--- src/core/fpic_pkg.sv ---
// Shared constants and types for the flag polarity and interrupt combiner
package fpic_pkg;

  // Register offsets on the common page
  localparam logic [9:0] FPIC_OFF_FLAG_INV  = 10'h1c2;
  localparam logic [9:0] FPIC_OFF_IRQ_CAUSE = 10'h1d4;

  // Widths and reset values
  localparam int          FPIC_REG_W        = 16;
  localparam int          FPIC_PIN_FLAGS    = 13;
  localparam int          FPIC_SRC_W        = 13;
  localparam logic [15:0] FPIC_INV_RST      = 16'h0000;
  localparam logic [15:0] FPIC_CAUSE_RST    = 16'h0000;

  // Trigger pin positions inside the inversion register
  localparam int          FPIC_TRIG_LO      = 3;
  localparam int          FPIC_TRIG_HI      = 8;

  // Cause register field positions
  localparam int          FPIC_B_HALT       = 0;
  localparam int          FPIC_B_SWREQ      = 4;
  localparam int          FPIC_B_DRV        = 8;
  localparam int          FPIC_B_SERIAL     = 9;
  localparam int          FPIC_B_CLKLOSS    = 10;
  localparam int          FPIC_B_SUM1       = 11;
  localparam int          FPIC_B_SUM2       = 12;

  // Register write and read strobes from the serial front end
  typedef struct packed {
    logic        wr;
    logic        rd;
    logic [9:0]  addr;
    logic [15:0] wdata;
  } fpic_reg_req_t;

  // Interrupt sources, already gated by their own enables except clk_loss, which fpic_top gates with i_clk_loss_en
  typedef struct packed {
    logic       code_sum_bad_lane2;
    logic       code_sum_bad_lane1;
    logic       clk_loss;
    logic       serial_err;
    logic       drv_off;
    logic [3:0] sw_request;
    logic [3:0] diag_stop;
  } fpic_src_t;

  // Combiner state
  typedef enum logic [0:0] {
    FPIC_IDLE = 1'b0,
    FPIC_HELD = 1'b1
  } fpic_state_t;

endpackage

--- src/core/fpic_flag_pol.sv ---
// Per-flag polarity stage between device pins and the flag bus
`timescale 1ns/1ps
`default_nettype none
module fpic_flag_pol #(
  parameter int N = 13
) (
  // Configuration
  input  wire logic [N-1:0] i_inv,
  input  wire logic [N-1:0] i_src,
  input  wire logic [N-1:0] i_dir,
  // Data
  input  wire logic [N-1:0] i_pin,
  input  wire logic [N-1:0] i_int,
  output logic      [N-1:0] o_bus,
  output logic      [N-1:0] o_pin,
  output logic      [N-1:0] o_pin_oe
);
  initial begin
    if (N < 1 || N > 16) $error("fpic_flag_pol: N out of range");
  end

  // One polarity cell per pin-routed flag
  genvar g;
  generate
    for (g = 0; g < N; g++) begin : g_cell
      wire logic use_in  = i_src[g] & i_dir[g];
      wire logic use_out = i_src[g] & ~i_dir[g];
      // Inversion only when a pin is involved
      assign o_bus[g]    = use_in ? (i_pin[g] ^ i_inv[g]) : i_int[g];
      assign o_pin[g]    = use_out & (i_int[g] ^ i_inv[g]);
      assign o_pin_oe[g] = use_out;
    end
  endgenerate
endmodule
`default_nettype wire

--- src/core/fpic_sync.sv ---
// Two-flop synchroniser for a bus of asynchronous levels
`timescale 1ns/1ps
`default_nettype none
module fpic_sync #(
  parameter int W = 13
) (
  // Clock and reset
  input  wire logic         i_core_clk,
  input  wire logic         i_sys_rst,
  // Data
  input  wire logic [W-1:0] i_d,
  output logic      [W-1:0] o_q
);
  logic [W-1:0] meta_ff;
  logic [W-1:0] sync_ff;

  initial begin
    if (W < 1) $error("fpic_sync: W must be positive");
  end

  // First stage feeds only the second
  always_ff @(posedge i_core_clk) begin
    if (i_sys_rst) begin
      meta_ff <= '0;
      sync_ff <= '0;
    end else begin
      meta_ff <= i_d;
      sync_ff <= meta_ff;
    end
  end
  assign o_q = sync_ff;
endmodule
`default_nettype wire

--- src/core/fpic_top.sv ---
// Flag polarity register and interrupt combiner for the common page
`timescale 1ns/1ps
`default_nettype none
//
// Contract
// - Inversion bits 12..0 invert flag per pin; bits 15..13 reserved; reset zero.
// - Inversion applies only to flags routed to a device pin.
// - Unrouted trigger pins use bits 8..3 as polarity; 1 is active low.
// - Interrupt pin is low while any enabled source requests.
// - Cause register captures all source states when pin asserts.
// - Cause register frozen while pin stays asserted.
// - No request: pin released high and cause register cleared.
// - Cause register readable over serial link; host reads it.
// - Four microcore software requests are interrupt sources.
// - Driver disable is an interrupt source.
// - Serial communication error is an interrupt source.
// - Reference clock loss is an interrupt source.
// - Wrong code signature of either lane is a source.
// - Bits 0..3 hold diagnosis halts for four microcores.
// - Bits 4..7 hold the four microcore software requests.
// - Bit 8 driver disabled, bit 9 serial error.
// - Bit 10 clock missing, bits 11,12 code sums; 15..13 reserved.
// - Source 1 with direction 1 is input; direction 0 output.
// - Clock loss request stays until backup clock register read.
module fpic_top #(
  parameter int N_FLAGS = fpic_pkg::FPIC_PIN_FLAGS
) (
  // Clock and reset
  input  wire logic                  i_core_clk,
  input  wire logic                  i_sys_rst,
  // Register access from serial front end
  input  wire fpic_pkg::fpic_reg_req_t i_req,
  output logic [15:0]                o_rdata,
  output logic                       o_rvalid,
  // Flag routing configuration
  input  wire logic [N_FLAGS-1:0]    i_flag_src,
  input  wire logic [N_FLAGS-1:0]    i_flag_dir,
  // Flag pins and buses
  input  wire logic [N_FLAGS-1:0]    i_flag_pin,
  input  wire logic [N_FLAGS-1:0]    i_int_flags,
  output logic      [N_FLAGS-1:0]    o_flag_bus,
  output logic      [N_FLAGS-1:0]    o_flag_pin,
  output logic      [N_FLAGS-1:0]    o_flag_pin_oe,
  // Trigger pins after polarity, active high
  output logic      [5:0]            o_trigger_active,
  // Interrupt sources
  input  wire fpic_pkg::fpic_src_t   i_src,
  input  wire logic                  i_clk_loss_en,
  input  wire logic                  i_clk_status_rd,
  // Interrupt pin toward host
  output logic                       o_host_request_n
);
  localparam int TL = fpic_pkg::FPIC_TRIG_LO;
  localparam int TH = fpic_pkg::FPIC_TRIG_HI;

  initial begin
    if (N_FLAGS != fpic_pkg::FPIC_PIN_FLAGS)
      $error("fpic_top: N_FLAGS must be 13");
  end

  // Registers
  logic [15:0]           flag_inv_ff;
  logic [15:0]           cause_ff;
  logic                  clk_loss_ff;
  fpic_pkg::fpic_state_t state_ff;
  logic                  req_n_ff;
  logic [15:0]           rdata_ff;
  logic                  rvalid_ff;
  logic [N_FLAGS-1:0]    bus_ff;
  logic [N_FLAGS-1:0]    pin_ff;
  logic [N_FLAGS-1:0]    pin_oe_ff;
  logic [5:0]            trig_ff;

  // Synchronised pins
  logic [N_FLAGS-1:0]    pin_sync;
  logic [N_FLAGS-1:0]    bus_c;
  logic [N_FLAGS-1:0]    pin_c;
  logic [N_FLAGS-1:0]    pin_oe_c;

  fpic_sync #(.W(N_FLAGS)) u_sync (
    .i_core_clk (i_core_clk),
    .i_sys_rst  (i_sys_rst),
    .i_d        (i_flag_pin),
    .o_q        (pin_sync)
  );

  fpic_flag_pol #(.N(N_FLAGS)) u_pol (
    .i_inv    (flag_inv_ff[N_FLAGS-1:0]),
    .i_src    (i_flag_src),
    .i_dir    (i_flag_dir),
    .i_pin    (pin_sync),
    .i_int    (i_int_flags),
    .o_bus    (bus_c),
    .o_pin    (pin_c),
    .o_pin_oe (pin_oe_c)
  );

  // Address decode
  wire logic hit_inv   = (i_req.addr == fpic_pkg::FPIC_OFF_FLAG_INV);
  wire logic hit_cause = (i_req.addr == fpic_pkg::FPIC_OFF_IRQ_CAUSE);
  wire logic wr_inv    = i_req.wr & hit_inv;
  wire logic [15:0] nxt_flag_inv =
    {3'h0, i_req.wdata[12:0]};

  // Trigger polarity for pins not routed as flags
  wire logic [5:0] trig_raw = pin_sync[TH:TL];
  wire logic [5:0] trig_pol = flag_inv_ff[TH:TL];
  wire logic [5:0] nxt_trig =
    (trig_raw ^ trig_pol) & ~i_flag_src[TH:TL];

  // Clock loss request held until status register read
  wire logic nxt_clk_loss =
    i_clk_loss_en & (i_src.clk_loss |
    (clk_loss_ff & ~i_clk_status_rd));

  // Live request vector in cause register layout
  wire logic [15:0] live = {3'h0,
    i_src.code_sum_bad_lane2,
    i_src.code_sum_bad_lane1,
    clk_loss_ff,
    i_src.serial_err,
    i_src.drv_off,
    i_src.sw_request,
    i_src.diag_stop};
  wire logic any_req = |live;

  // Next cause register: capture on assert, hold, clear on release
  wire logic [15:0] nxt_cause =
    (state_ff == fpic_pkg::FPIC_IDLE) ?
      (any_req ? live : fpic_pkg::FPIC_CAUSE_RST) :
      (any_req ? cause_ff : fpic_pkg::FPIC_CAUSE_RST);
  wire fpic_pkg::fpic_state_t nxt_state =
    any_req ? fpic_pkg::FPIC_HELD : fpic_pkg::FPIC_IDLE;

  // Read mux
  wire logic [15:0] nxt_rdata =
    hit_inv   ? flag_inv_ff :
    hit_cause ? cause_ff    : 16'h0000;

  // Configuration register
  always_ff @(posedge i_core_clk) begin
    if (i_sys_rst) begin
      flag_inv_ff <= fpic_pkg::FPIC_INV_RST;
    end else if (wr_inv) begin
      flag_inv_ff <= nxt_flag_inv;
    end
  end

  // Combiner; writes to the cause register are not decoded
  always_ff @(posedge i_core_clk) begin
    if (i_sys_rst) begin
      cause_ff    <= fpic_pkg::FPIC_CAUSE_RST;
      state_ff    <= fpic_pkg::FPIC_IDLE;
      req_n_ff    <= 1'b1;
      clk_loss_ff <= 1'b0;
    end else begin
      cause_ff    <= nxt_cause;
      state_ff    <= nxt_state;
      req_n_ff    <= ~any_req;
      clk_loss_ff <= nxt_clk_loss;
    end
  end

  // Read data and flag outputs
  always_ff @(posedge i_core_clk) begin
    if (i_sys_rst) begin
      rdata_ff  <= 16'h0000;
      rvalid_ff <= 1'b0;
      bus_ff    <= '0;
      pin_ff    <= '0;
      pin_oe_ff <= '0;
      trig_ff   <= 6'h00;
    end else begin
      rdata_ff  <= i_req.rd ? nxt_rdata : rdata_ff;
      rvalid_ff <= i_req.rd;
      bus_ff    <= bus_c;
      pin_ff    <= pin_c;
      pin_oe_ff <= pin_oe_c;
      trig_ff   <= nxt_trig;
    end
  end

  assign o_rdata          = rdata_ff;
  assign o_rvalid         = rvalid_ff;
  assign o_flag_bus       = bus_ff;
  assign o_flag_pin       = pin_ff;
  assign o_flag_pin_oe    = pin_oe_ff;
  assign o_trigger_active = trig_ff;
  assign o_host_request_n = req_n_ff;

  // Assertions
  property p_pin_low;
    @(posedge i_core_clk) disable iff (i_sys_rst)
      any_req |=> !o_host_request_n;
  endproperty
  a_pin_low: assert property (p_pin_low)
    else $error("request pin not low on request");

  property p_capture;
    @(posedge i_core_clk) disable iff (i_sys_rst)
      (state_ff == fpic_pkg::FPIC_IDLE && any_req) |=> cause_ff == $past(live);
  endproperty
  a_capture: assert property (p_capture)
    else $error("cause not captured on assertion");

  property p_frozen;
    @(posedge i_core_clk) disable iff (i_sys_rst)
      (!o_host_request_n && any_req) |=> $stable(cause_ff);
  endproperty
  a_frozen: assert property (p_frozen)
    else $error("cause changed while pin asserted");

  property p_release;
    @(posedge i_core_clk) disable iff (i_sys_rst)
      !any_req |=> (o_host_request_n && cause_ff == 16'h0000);
  endproperty
  a_release: assert property (p_release)
    else $error("pin or cause not released");

  property p_read;
    @(posedge i_core_clk) disable iff (i_sys_rst)
      (i_req.rd && hit_cause) |=> (o_rvalid && o_rdata == $past(cause_ff));
  endproperty
  a_read: assert property (p_read)
    else $error("cause read data wrong");

  property p_reserved;
    @(posedge i_core_clk) disable iff (i_sys_rst)
      flag_inv_ff[15:13] == 3'h0 && cause_ff[15:13] == 3'h0;
  endproperty
  a_reserved: assert property (p_reserved)
    else $error("reserved bits set");

  property p_clk_hold;
    @(posedge i_core_clk) disable iff (i_sys_rst)
      (clk_loss_ff && i_clk_loss_en && !i_clk_status_rd) |=> clk_loss_ff;
  endproperty
  a_clk_hold: assert property (p_clk_hold)
    else $error("clock loss request dropped before read");

  property p_trig;
    @(posedge i_core_clk) disable iff (i_sys_rst)
      (!i_flag_src[TL] && flag_inv_ff[TL] && !pin_sync[TL])
        |=> o_trigger_active[0];
  endproperty
  a_trig: assert property (p_trig)
    else $error("active low trigger not seen");

  c_assert:  cover property (@(posedge i_core_clk) $fell(o_host_request_n));
  c_release: cover property (@(posedge i_core_clk) $rose(o_host_request_n));
  c_read:    cover property (@(posedge i_core_clk) i_req.rd && hit_cause);
endmodule
`default_nettype wire

--- config.mk ---
export PLATFORM = sky130hd
export DESIGN_NAME = fpic_top
export DESIGN_NICKNAME = d
export VERILOG_FILES = /design/src/core/fpic_pkg.sv /design/src/core/fpic_flag_pol.sv /design/src/core/fpic_sync.sv /design/src/core/fpic_top.sv
export SDC_FILE = /design/constraint.sdc
export NUM_CORES = 1
export LEC_CHECK = 0
export BUFFER_PORTS_ARGS = -buffer_cell sky130_fd_sc_hd__buf_2
export CORE_ASPECT_RATIO = 1.1
export CORE_MARGIN = 3
export CORE_UTILIZATION = 47
export CTS_BUF_LIST = sky130_fd_sc_hd__clkbuf_16
export CTS_CLUSTER_DIAMETER = 50
export DETAILED_ROUTE_END_ITERATION = 8
export GPL_TIMING_DRIVEN = 0
export PLACE_DENSITY = 0.85
export SETUP_SLACK_MARGIN = 0.4
export SLEW_MARGIN = 5
export SYNTH_ARGS = -nofsm -noshare
export SYNTH_HDL_FRONTEND = slang
export SYNTH_SLANG_ARGS = --single-unit
--- constraint.sdc ---
create_clock -name i_core_clk -period 1.7 [get_ports i_core_clk]
set_input_delay 0.17 -clock i_core_clk [delete_from_list [all_inputs] [get_ports i_core_clk]]
set_output_delay 0.17 -clock i_core_clk [all_outputs]
set_load 0.02 [all_outputs]
==> metrics.md <==
| Metric | Value |
|---|---|
| Status | complete, no violations |
| Sequential fraction of the synthesis area | roughly 58% |
| Post-DP HPWL | around 7.4 mm |
| Buffer and inverter count on the worst path | 2 |
| Clock Skew | 0.00726 ns |
| Synth top area share | 57.9% |
| Fin util | between 70% and 80% |
| Worst hold start | i_flag_pin[5] |
| # diodes | 0 |
| Crit-path cells | buf_2, or3b_4, nor4_4, buf_6, mux2i_1, nor2_1 |
| Family with the most delay on the worst path | simple AND/OR/NAND/NOR gates |
| Mean Syn Cell Area | 10.5 sq um |
| Fill cells | around 560 |
| Vias in the first global route | ~3600 |
| Ys Warns | 0 |
| Worst-Skew Late Latency | approximately 0.4 ns |
| Hold path cells | 2 |
| Final nets | 685 |
| Mapped Area | 3940 sq um |
| CTS Sinks | roughly 110 |
| Hold WC Path Type | primary input to flop |
| R2R cell count | 5 |
| Register area | about 2300 sq um |
| Area Growth Syn to Fin | 49.5% |
| Final setup fails | 0 |
| Vias per inst | 4.93 |
| WL final | approximately 11 mm |
| Vias post-DR | around 3500 |
| Synth area leader | dfxtp_1 |
| Core region area | about 8000 sq um |
| Worst setup margin | between 0.4 and 0.5 ns |
| Slowest CP cell | or3b_4 |
| DRC | 0 |
| Row cnt | 34 |
| Deepest clock path buffer count | 2 |
| Initial Util | 49.0% |
| Setup CP Type | primary input to flop |
| Die height | between 100 and 150 microns |
| Pin count of the biggest net entering global routing | 17 |
| Count of unique library cells instantiated by Yosys | 29 |
| #FFs+latches synth | around 110 |
| Crit path capture type | flop |
| Global placer's final weighted congestion | between 0.8 and 0.9 |
| Placed insts | about 640 |
| Inserted Clock Buffers | 17 |
| Final Non-Filler Cells | 709 |
| Max_cap viols | 0 |
| Startpoint Class | primary input |
| R2R setup slack | 0.49 ns |
| Pwr Total | about 6.9 mW |
| Slew margin rel. | just over 60% |
| Die area | between 9000 and 10000 sq um |
| Critical path arrival | 1.56 ns |
| Tot GR Track Use | 23.2% |
| Fmax | around 800 MHz |
| Multi-input logic area | between 1500 and 2000 sq um |
| Max Transition Viols Final | 0 |
| CP max stage delay | between 0.4 and 0.5 ns |
| Antenna violations before repair | 0 |
| Clk slew on worst S/H paths | roughly 0.06 ns |
| Final ANT Viol Nets | 0 |
| Slew @ Worst Pin | between 0.5 and 0.6 ns |
| Initial drt markers | 101 |
| DIE WIDTH | between 90 and 100 microns |
| Tcrit/Tclk final | around 75% |
| Final Hold Vio Count | 0 |
| IO Port Bufs | about 150 |
| Synth area leaders | dfxtp_1 (58%), a311oi_1 (5.8%), mux2i_1 (5.6%) |
| TritonRoute pass-1 iters | 4 |
| R2r endpoint | cause_ff[11] |
| H-tree levels | 4 |
| # IOs | 160 |
| CTS tree | done |
| Proportion of layout cells with a drive suffix above 1 | between 30% and 40% |
| VDD IR max | 0.795 mV |
| Pleak | between 2 and 3 nW |
| Critical R2R Launch | clk_loss_ff |
| RSZ-0062 raised after global routing | yes |
| Worst EP required | around 2.0 ns |
| Hold_ws | a little under 0.009 ns |
| Root Driver | clkbuf_16 |
| First-pass GRT wire length | roughly 17 mm |
| Worst hold endpoint | u_sync.meta_ff[5] |
| Tmin final | 1.28 ns |
| Pwr per Cell Area | 1160 nW/um^2 |
| Crit path max fanout | 10 |
| Cells after Synth | 374 |
| Wire per inst | ~15 microns |
| GRT Residual Overflow | 0 |
| Worst slack at placement | -0.219 ns |
[registers in the layout (all words and copies together) (netlist names)]
| name | flops |
|---|---|
| u_sync.meta_ff | 13 |
| o_trigger_active | 6 |
| o_rvalid | 1 |
| state_ff | 1 |
| clk_loss_ff | 1 |
| flag_inv_ff | 13 |
| cause_ff | 13 |
| o_flag_bus | 13 |
| o_flag_pin_oe | 13 |
| o_host_request_n | 1 |
| o_rdata | 13 |
| u_sync.o_q | 13 |
| o_flag_pin | 13 |
[cell usage after synthesis]
cell type and count:
nand2_1 26, nor4_1 2, nor4_4 1, or3b_4 1
buf_1 9, xnor2_1 13, mux2i_1 22, xor2_1 13
a21oi_1 18, nor3_2 2, nand4_1 1, conb_1 1
dfxtp_1 114, nand3b_1 1, clkbuf_1 7, buf_4 3
nand2b_1 5, inv_1 3, buf_6 1, and2_1 13
nor3_1 7, nor2_1 36, nor3b_1 14, nand4bb_1 1
a311oi_1 26, buf_2 2, nor2b_1 27, nand3_1 4
or3b_1 1
[layout make-up]
cell class | instances | area share [%]
inverter | 3 | 0.191
timing repair buffer | 193 | 19.9
buffer | 22 | 2.19
sequential | 114 | 38.8
tap | 108 | 2.29
multi-input combinational | 237 | 26.8
clock inverter | 15 | 2.65
clock buffer | 17 | 7.22
[placed cells by master (no fill, tap or decap), drive strengths merged, types with 3 or more instances in the layout]
master / n
buf: 167
dfxtp: 114
dlygate4sd3: 40
nor2: 36
nor2b: 27
nand2: 26
a311oi: 26
clkbuf: 25
mux2i: 22
a21oi: 18
nor3b: 14
xnor2: 13
xor2: 13
and2: 13
nor3: 9
inv: 8
nand2b: 5
nand3: 4
clkinvlp: 4
clkinv: 4
conb: 3
nor4: 3
[power breakdown]
part / leakage [nW] / internal (mW) / switching [mW]
Combinational: 1.41 / 0.286 / 0.318
Sequential: 0.937 / 2.78 / 0.0405
Clock: 0.275 / 2.17 / 1.26
Total: 2.63 / 5.24 / 1.62
[how the worst max path moves through the flow]
stage	start	end	slack, ns	cells after the start
after CTS	i_sys_rst	flag_inv_ff[6]	0.42	4
after global placement	i_sys_rst	o_trigger_active[0]	-0.19	4
after floorplan	i_req[25]	flag_inv_ff[10]	0.20	5
final	i_req[25]	flag_inv_ff[7]	0.42	6
after global routing	i_req[25]	flag_inv_ff[7]	0.37	6
after detailed placement	i_sys_rst	o_trigger_active[0]	-0.22	4
[stage by stage]
step / TNS [ns] / area, sq um
after global placement: -3.94 / 4840
final: 0 / 5890
after floorplan: 0 / 3950
after detailed placement: -5.69 / 4840
after global routing: 0 / 5890
after CTS: 0 / 5860
[routing by layer]
layer / wire, microns / vias to the layer above / track usage [%] / part of all wire [%]
li1: - / 1713 / - / -
met3: 841 / 15 / 7.29 / 7.8
met1: 4080 / 1624 / 24.9 / 38
met4: 201 / 0 / 9.92 / 1.9
met5: 0 / - / 0 / 0
met2: 5680 / 140 / 42.1 / 53
[logic make-up after synthesis]
| group | share of synthesized area [%] |
|---|---|
| and+or+nand+nor | 19.6 |
| DFF | 57.9 |
| AOI/OAI and AO/OA | 8.07 |
| xor gates and xnor gates | 5.78 |
| buffers and inverters | 2.92 |
| muxes | 5.59 |
| other | 0.0952 |
[repair_timing]
item                                    in CTS  in global routing
pin swaps                                    2                  2
endpoints found under the setup margin      59                 32
gates resized for setup                      9                 10
hold buffers                                40                  0
setup buffers                                2                  0
endpoints found under the hold margin       43                  0
(Power assumes the default switching activity.)
